==> src/scbu_pkg.sv <==
// Package for the short conditional branch unit: opcodes, widths, clock counts,
// register offsets and carrier structs.
// Assumes a 32-bit classic Wishbone master drives the register file.
package scbu_pkg;
	localparam logic [7:0] OP_COUNT_ZERO = 8'hE3;
	localparam logic [7:0] OP_EQUAL = 8'h74;
	localparam logic [7:0] OP_SIGNED_GREATER = 8'h7F;
	localparam logic [7:0] OP_SIGNED_GREATER_EQUAL = 8'h7D;

	localparam logic [7:0] CLK_COUNT_ZERO_TAKEN = 8'h0F;
	localparam logic [7:0] CLK_COUNT_ZERO_NOT_TAKEN = 8'h05;
	localparam logic [7:0] CLK_FLAG_TAKEN = 8'h0D;
	localparam logic [7:0] CLK_FLAG_NOT_TAKEN = 8'h04;

	localparam logic [15:0] SEXT_NEG_FILL = 16'hFF00;
	localparam logic [15:0] SEXT_POS_MASK = 16'h00FF;
	localparam logic [15:0] INSN_LEN = 16'h0002;

	// Byte addresses of the word registers
	localparam logic [3:0] ADDR_CTRL = 4'h0;
	localparam logic [3:0] ADDR_INSN = 4'h4;
	localparam logic [3:0] ADDR_STATE = 4'h8;
	localparam logic [3:0] ADDR_POINTER = 4'hC;

	// Control and state register fields
	localparam int CTRL_START_BIT = 0;
	localparam int STATE_BUSY_BIT = 0;
	localparam int STATE_TAKEN_BIT = 1;
	localparam int STATE_ILLEGAL_BIT = 2;
	localparam int STATE_CYCLES_LSB = 8;
	localparam int FLAG_ZERO_BIT = 16;
	localparam int FLAG_SIGN_BIT = 17;
	localparam int FLAG_OVERFLOW_BIT = 18;
	localparam int CTRL_COUNT_LSB = 16;

	localparam logic [15:0] RESET_POINTER = 16'h0000;
	localparam logic [31:0] READ_UNMAPPED = 32'h0000_0000;

	typedef struct packed {
		logic overflow_flag;
		logic sign_flag;
		logic zero_flag;
	} scbu_flags_s;

	typedef struct packed {
		logic [7:0] opcode;
		logic [7:0] displacement;
	} scbu_insn_s;

	typedef enum logic [1:0] {
		SCBU_IDLE,
		SCBU_EXEC
	} scbu_state_e;
endpackage

==> src/scbu_branch_unit.sv <==
// Short conditional branch unit with a Wishbone register file.
// Assumes a classic Wishbone master, one clock, software supplies flags and count.
`timescale 1ns/1ps
module scbu_branch_unit (
	input wire logic i_clk, // Core clock, 200 MHz
	input wire logic i_rst, // Asynchronous reset, active high
	input wire logic i_wb_cyc, // Wishbone cycle
	input wire logic i_wb_stb, // Wishbone strobe
	input wire logic i_wb_we, // Wishbone write enable
	input wire logic [3:0] i_wb_adr, // Wishbone byte address
	input wire logic [3:0] i_wb_sel, // Wishbone byte selects
	input wire logic [31:0] i_wb_dat, // Wishbone write data
	output logic [31:0] o_wb_dat, // Wishbone read data
	output logic o_wb_ack, // Wishbone acknowledge
	output logic o_busy, // Branch in execution
	output logic o_taken // Last branch was taken
);
	// ------------------------------------------------------------
	// Register file
	// ------------------------------------------------------------
	scbu_pkg::scbu_flags_s flags, next_flags;
	scbu_pkg::scbu_insn_s insn, next_insn;
	logic [15:0] count_register, next_count_register;
	logic [15:0] instruction_pointer, next_instruction_pointer;
	logic [31:0] rd_data, next_rd_data;
	logic ack, next_ack;
	logic start;

	// ------------------------------------------------------------
	// Execution state
	// ------------------------------------------------------------
	scbu_pkg::scbu_state_e state, next_state;
	logic [7:0] cycles_left, next_cycles_left;
	logic [7:0] cycles_used, next_cycles_used;
	logic taken, next_taken;
	logic illegal, next_illegal;
	logic busy, next_busy;

	logic cond;
	logic known;
	logic [7:0] clk_count;
	logic [15:0] displacement;
	logic [15:0] target;
	logic signed_ge;
	logic wr_hit;
	logic rd_hit;

	assign wr_hit = i_wb_cyc && i_wb_stb && i_wb_we && !ack;
	assign rd_hit = i_wb_cyc && i_wb_stb && !i_wb_we && !ack;
	// Launch only from idle so a write during execution cannot corrupt the count
	assign start = wr_hit && (i_wb_adr == scbu_pkg::ADDR_CTRL) && i_wb_sel[0]
		&& i_wb_dat[scbu_pkg::CTRL_START_BIT] && (state == scbu_pkg::SCBU_IDLE);

	// ------------------------------------------------------------
	// Decode and condition
	// ------------------------------------------------------------
	always_comb begin
		signed_ge = (flags.sign_flag == flags.overflow_flag);
		if (insn.displacement[7]) begin
			displacement = scbu_pkg::SEXT_NEG_FILL | {8'h00, insn.displacement};
		end else begin
			displacement = scbu_pkg::SEXT_POS_MASK & {8'h00, insn.displacement};
		end
		// Pointer is first advanced past the two instruction bytes
		target = instruction_pointer + scbu_pkg::INSN_LEN + displacement;
		cond = 1'b0;
		known = 1'b1;
		clk_count = scbu_pkg::CLK_FLAG_NOT_TAKEN;
		case (insn.opcode)
			scbu_pkg::OP_COUNT_ZERO: begin
				cond = (count_register == 16'h0000);
				clk_count = cond ? scbu_pkg::CLK_COUNT_ZERO_TAKEN
					: scbu_pkg::CLK_COUNT_ZERO_NOT_TAKEN;
			end
			scbu_pkg::OP_EQUAL: begin
				cond = flags.zero_flag;
				clk_count = cond ? scbu_pkg::CLK_FLAG_TAKEN : scbu_pkg::CLK_FLAG_NOT_TAKEN;
			end
			scbu_pkg::OP_SIGNED_GREATER: begin
				cond = !flags.zero_flag && signed_ge;
				clk_count = cond ? scbu_pkg::CLK_FLAG_TAKEN : scbu_pkg::CLK_FLAG_NOT_TAKEN;
			end
			scbu_pkg::OP_SIGNED_GREATER_EQUAL: begin
				cond = signed_ge;
				clk_count = cond ? scbu_pkg::CLK_FLAG_TAKEN : scbu_pkg::CLK_FLAG_NOT_TAKEN;
			end
			default: begin
				// Foreign opcodes are flagged and do nothing beyond one cycle
				known = 1'b0;
				clk_count = 8'h01;
			end
		endcase
	end

	// ------------------------------------------------------------
	// Next-state logic
	// ------------------------------------------------------------
	always_comb begin
		next_flags = flags;
		next_insn = insn;
		next_count_register = count_register;
		next_instruction_pointer = instruction_pointer;
		next_state = state;
		next_cycles_left = cycles_left;
		next_cycles_used = cycles_used;
		next_taken = taken;
		next_illegal = illegal;
		next_busy = busy;
		next_ack = wr_hit || rd_hit;
		next_rd_data = scbu_pkg::READ_UNMAPPED;

		// Software may load state only while idle; the branch never writes flags or count
		if (wr_hit && state == scbu_pkg::SCBU_IDLE) begin
			unique case (i_wb_adr)
				scbu_pkg::ADDR_CTRL: begin
					if (i_wb_sel[2]) begin
						next_flags.zero_flag = i_wb_dat[scbu_pkg::FLAG_ZERO_BIT];
						next_flags.sign_flag = i_wb_dat[scbu_pkg::FLAG_SIGN_BIT];
						next_flags.overflow_flag = i_wb_dat[scbu_pkg::FLAG_OVERFLOW_BIT];
					end
				end
				scbu_pkg::ADDR_INSN: begin
					if (i_wb_sel[0]) next_insn.displacement = i_wb_dat[7:0];
					if (i_wb_sel[1]) next_insn.opcode = i_wb_dat[15:8];
					if (i_wb_sel[2]) next_count_register[7:0] = i_wb_dat[23:16];
					if (i_wb_sel[3]) next_count_register[15:8] = i_wb_dat[31:24];
				end
				scbu_pkg::ADDR_POINTER: begin
					if (i_wb_sel[0]) next_instruction_pointer[7:0] = i_wb_dat[7:0];
					if (i_wb_sel[1]) next_instruction_pointer[15:8] = i_wb_dat[15:8];
				end
				default: begin
				end
			endcase
		end

		if (rd_hit) begin
			unique case (i_wb_adr)
				scbu_pkg::ADDR_CTRL:
					next_rd_data = {13'h0000, flags.overflow_flag, flags.sign_flag,
						flags.zero_flag, 16'h0000};
				scbu_pkg::ADDR_INSN:
					next_rd_data = {count_register, insn.opcode, insn.displacement};
				scbu_pkg::ADDR_STATE:
					next_rd_data = {16'h0000, cycles_used, 5'h00, illegal, taken, busy};
				scbu_pkg::ADDR_POINTER:
					next_rd_data = {16'h0000, instruction_pointer};
				default:
					next_rd_data = scbu_pkg::READ_UNMAPPED;
			endcase
		end

		unique case (state)
			scbu_pkg::SCBU_IDLE: begin
				if (start) begin
					next_state = scbu_pkg::SCBU_EXEC;
					next_busy = 1'b1;
					// Counts down from the full clock count so busy stands for exactly N cycles
					next_cycles_left = clk_count;
					next_cycles_used = 8'h01;
					next_taken = cond && known;
					next_illegal = !known;
					if (!known) begin
						next_state = scbu_pkg::SCBU_IDLE;
						next_busy = 1'b0;
					end else if (cond) begin
						next_instruction_pointer = target;
					end else begin
						next_instruction_pointer = instruction_pointer
							+ scbu_pkg::INSN_LEN;
					end
				end
			end
			scbu_pkg::SCBU_EXEC: begin
				// The pointer is already final; only the documented clock count elapses
				next_cycles_left = cycles_left - 8'h01;
				if (cycles_left == 8'h01) begin
					next_state = scbu_pkg::SCBU_IDLE;
					next_busy = 1'b0;
				end else begin
					next_cycles_used = cycles_used + 8'h01;
				end
			end
		endcase
	end

	// ------------------------------------------------------------
	// Registers
	// ------------------------------------------------------------
	always_ff @(posedge i_clk or posedge i_rst) begin
		if (i_rst) begin
			flags <= '0;
			insn <= '0;
			count_register <= 16'h0000;
			instruction_pointer <= scbu_pkg::RESET_POINTER;
			state <= scbu_pkg::SCBU_IDLE;
			cycles_left <= 8'h00;
			cycles_used <= 8'h00;
			taken <= 1'b0;
			illegal <= 1'b0;
			busy <= 1'b0;
			ack <= 1'b0;
			rd_data <= 32'h0000_0000;
		end else begin
			flags <= next_flags;
			insn <= next_insn;
			count_register <= next_count_register;
			instruction_pointer <= next_instruction_pointer;
			state <= next_state;
			cycles_left <= next_cycles_left;
			cycles_used <= next_cycles_used;
			taken <= next_taken;
			illegal <= next_illegal;
			busy <= next_busy;
			ack <= next_ack;
			rd_data <= next_rd_data;
		end
	end

	assign o_wb_dat = rd_data;
	assign o_wb_ack = ack;
	assign o_busy = busy;
	assign o_taken = taken;
endmodule

==> config.mk <==
export PLATFORM = sky130hd
export DESIGN_NAME = scbu_branch_unit
export DESIGN_NICKNAME = d
export VERILOG_FILES = /design/src/scbu_pkg.sv /design/src/scbu_branch_unit.sv
export SDC_FILE = /design/constraint.sdc
export NUM_CORES = 1
export LEC_CHECK = 0
export ABC_AREA = 1
export BUFFER_PORTS_ARGS = -buffer_cell sky130_fd_sc_hd__buf_2
export CORE_AREA = 3 3 138 140
export DETAILED_ROUTE_END_ITERATION = 8
export DIE_AREA = 0 0 141 143
export SLEW_MARGIN = 10
export SYNTH_ARGS = -nofsm -noshare
export SYNTH_HDL_FRONTEND = slang
export SYNTH_SLANG_ARGS = --single-unit
==> constraint.sdc <==
create_clock -name i_clk -period 4.2 [get_ports i_clk]
set_clock_uncertainty 0.2 [all_clocks]
set_input_delay 0.84 -clock i_clk [delete_from_list [all_inputs] [get_ports i_clk]]
set_output_delay 0.84 -clock i_clk [all_outputs]
set_load 0.005 [all_outputs]
==> results by group <==
Synthesis
  • Post-synth top cells: nand2_1, inv_1, dfrtp_1
  • Most instantiated library cell after synthesis: nand2_1
  • Most area-hungry cell type in the Yosys netlist: dfrtp_1
  • Distinct cells, synth: 42
  • Cell count after synthesis: roughly 800
  • EDFF count, synth: 0
  • Mapped Nets: roughly 900
  • Sequential fraction of the synthesis area: 41.6%
  • Top_reg_cell synth: dfrtp_1
  • Syn. warnings: 0
  • Synth top area cells: dfrtp_1, nand2_1, inv_1
  • Post-synthesis async set-or-reset flop share: 100%
  • Synth top area share: 41.6%
  • Syn Area/Cell: 7.60 µm²
  • #FFs+latches synth: ~100
  • Mapped Area: 0.00620 mm²

Run
  • Max Cap Viol: 0

GRT
  • Global-route wire length before repair: approximately 27 mm
  • Global route total overflow: 0
  • Initial antenna violation count: 0
  • Vias in the first global route: roughly 5,400
  • Largest net degree at the start of global routing: 63
  • GRT Total Usage: 16.9%

Final layout
  • Area Growth Syn to Fin: 14.7%
  • Sequential cell area: 0.00258 mm²
  • Antenna diodes: 0
  • Multi-input logic area: roughly 0.003 mm²
  • FILL cells: 1,866
  • Layout cells sized above 1: 15.8%
  • Nets: between 900 and 1,000
  • Design Area, Final: around 0.007 mm²

Min path
  • Hold Path Class: reg2reg
  • Hold path cells: 1

STA
  • Fin. max-slew vios: 0
  • Worst Tran Pin Value: 0.762 ns
  • Hold Slack: ~0.27 ns
  • RSZ-0062 raised after global routing: no
  • Final Hold Viols: 0
  • Slew HR: a little under 50%
  • Final setup viols: 0
  • Post-layout min period: roughly 2.9 ns
  • Peak Freq: between 0.3 and 0.4 GHz
  • Final setup TNS: 0 ns
  • Final period util: between 60% and 70%

Pwr
  • PD cells: approximately 270 mW/mm²
  • Pwr Total: between 1.5 and 2 mW
  • Maximum VDD drop: roughly 0.15 mV
  • P_leak: 3.74 nW

Clocking
  • Clk pin slew, worst setup/hold paths: around 0.070 ns
  • Clock sinks: about 100
  • Clk root buf: clkbuf_16
  • Worst-skew pair later-pin latency: between 0.3 and 0.4 ns
  • Setup Buffers After CTS: 0
  • Num CTS Buffers: 9
  • CTS Hold Bufs: 0
  • Maximum root-to-sink buffer count: 2
  • H-tree levels: 3
  • CTS resizes: 0
  • TritonCTS clock tree: built

Setup path
  • Crit path kind: reg2reg
  • Worst setup SP type: flip-flop
  • Critical Path Fanout Max: 7
  • Worst reg2reg path depth: 15
  • Worst EP required: ~4.3 ns
  • Worst setup EP type: flip-flop
  • Reg2Reg Setup Slack: between 1 and 1.5 ns
  • Arrival @ worst endpoint: slightly below 3 ns

Status
  • Outcome: completed

Floorplanning
  • Die Area: ~0.020 mm²
  • Die Wd: approximately 140 µm
  • I/O Pins: 80
  • Core area: between 0.015 and 0.02 mm²
  • Starting Density: around a third
  • Num rows: between 40 and 50
  • Height of the chip: approximately 140 µm

Place
  • Gp weighted congestion: between 0.8 and 0.9
  • IO buf count: a little under 80
  • Detail Placement HPWL: 12.7 mm
  • Area after DPL: approximately 0.007 mm²

Drt
  • 1st-iter DRT viols: approximately 400
  • Final antenna-violating net count: 0
  • TritonRoute pass-1 iters: 5
  • Wire per inst: 14.6 µm
  • Final wirelength: ~16 mm
  • Vias per cell: 4.88
  • DRC viols: 0
  • DR vias: between 5,000 and 6,000
## logic make-up after synthesis
family                     count (synthesis)  share of synthesized area, %
AOI/OAI and AO/OA                        126                          11.1
xor gates and xnor gates                  17                          2.40
adders and majority gates                 24                          4.96
buffers and inverters                    134                          8.64
DFF                                      103                          41.6
muxes                                     10                          1.82
and+or+nand+nor                          402                          29.5
## layout by cell type (no fill, tap or decap), types with 2 or more instances in the layout
master	instances
mux2_2	6
nand4_1	15
nor2_2	4
a21oi_2	3
nand2_1	195
a21oi_1	47
nor4_1	2
nand3b_1	3
inv_2	8
inv_1	110
nor3_2	4
ha_1	23
clkinvlp_4	2
buf_4	3
nand3_2	3
nor2_4	3
nand3_1	53
nor2_1	85
xnor2_1	5
o21ai_1	6
o21ai_0	49
nor3_1	20
mux2_1	4
nand2_2	5
o22ai_1	7
buf_2	79
nor3_4	2
or2_2	3
o221ai_1	4
xor2_1	12
o21bai_1	3
o211ai_1	6
clkbuf_16	9
dfrtp_1	103
## routing by layer
metal  global-route usage, %  routed length [µm]  vias up
met3                    2.24                 630       23
li1                        -                   -     2801
met4                    6.22                 343        0
met1                    22.4                7580     2561
met2                    28.5                7920      112
met5                       0                   0        -
## registers in the layout, summed over array words and instances, names as in the netlist
| register | count |
|---|---|
| o_wb_dat | 32 |
| illegal | 1 |
| count_register | 16 |
| o_busy | 1 |
| o_wb_ack | 1 |
| insn | 16 |
| instruction_pointer | 16 |
| o_taken | 1 |
| cycles_left | 8 |
| flags | 3 |
| cycles_used | 8 |
## path summary, 6_finish.rpt
kind                                        start                       to
setup / recovery           instruction_pointer[5]  instruction_pointer[15]
hold / removal                           o_wb_ack                 o_wb_ack
setup reg to reg           instruction_pointer[5]  instruction_pointer[15]
hold reg to reg                          o_wb_ack                 o_wb_ack
max in group asynchronous                   i_rst                  insn[9]
min in group asynchronous                   i_rst                 o_wb_ack
## final cells by class
class	instances	area share (%)
clock buffer	9	3.17
clock inverter	6	0.985
inverter	119	6.31
multi-input combinational	579	43.4
sequential	103	36.2
tap	229	4.03
timing repair buffer	82	5.87
## power by group
| part | leakage (nW) | total (mW) | internal (mW) | switching (mW) |
|---|---|---|---|---|
| logic | 2.32 | 0.0811 | 0.0249 | 0.0562 |
| clock network | 0.140 | 0.852 | 0.464 | 0.388 |
| registers | 1.28 | 0.995 | 0.993 | 0.00177 |
## stage by stage
| stage | setup slack, ns | instances | utilization [%] |
|---|---|---|---|
| 2_1_floorplan | 0.456 | 816 | - |
| 3_3_place_gp | 1.27 | 1112 | 38.0 |
| 3_5_place_dp | 1.22 | 1112 | 38.0 |
| 4_1_cts | 1.36 | 1127 | 39.6 |
| 5_1_grt | 1.02 | 1127 | 39.6 |
| 6_report | 1.34 | 1127 | 39.6 |
## critical path, stage by stage, from the launching register on
cell and delay [ns]:
dfrtp_1 0.43, inv_1 0.11, nor3_1 0.29, nand4_1 0.15
or2_2 0.29, nand2_1 0.08, inv_1 0.05, ha_1 0.38
nand2_1 0.12, nor3_1 0.21, nand2_1 0.07, nand2_1 0.10
inv_1 0.05, nand2_1 0.05, nand3_1 0.06, a21oi_1 0.13
Power figures use the tool's default switching activity.
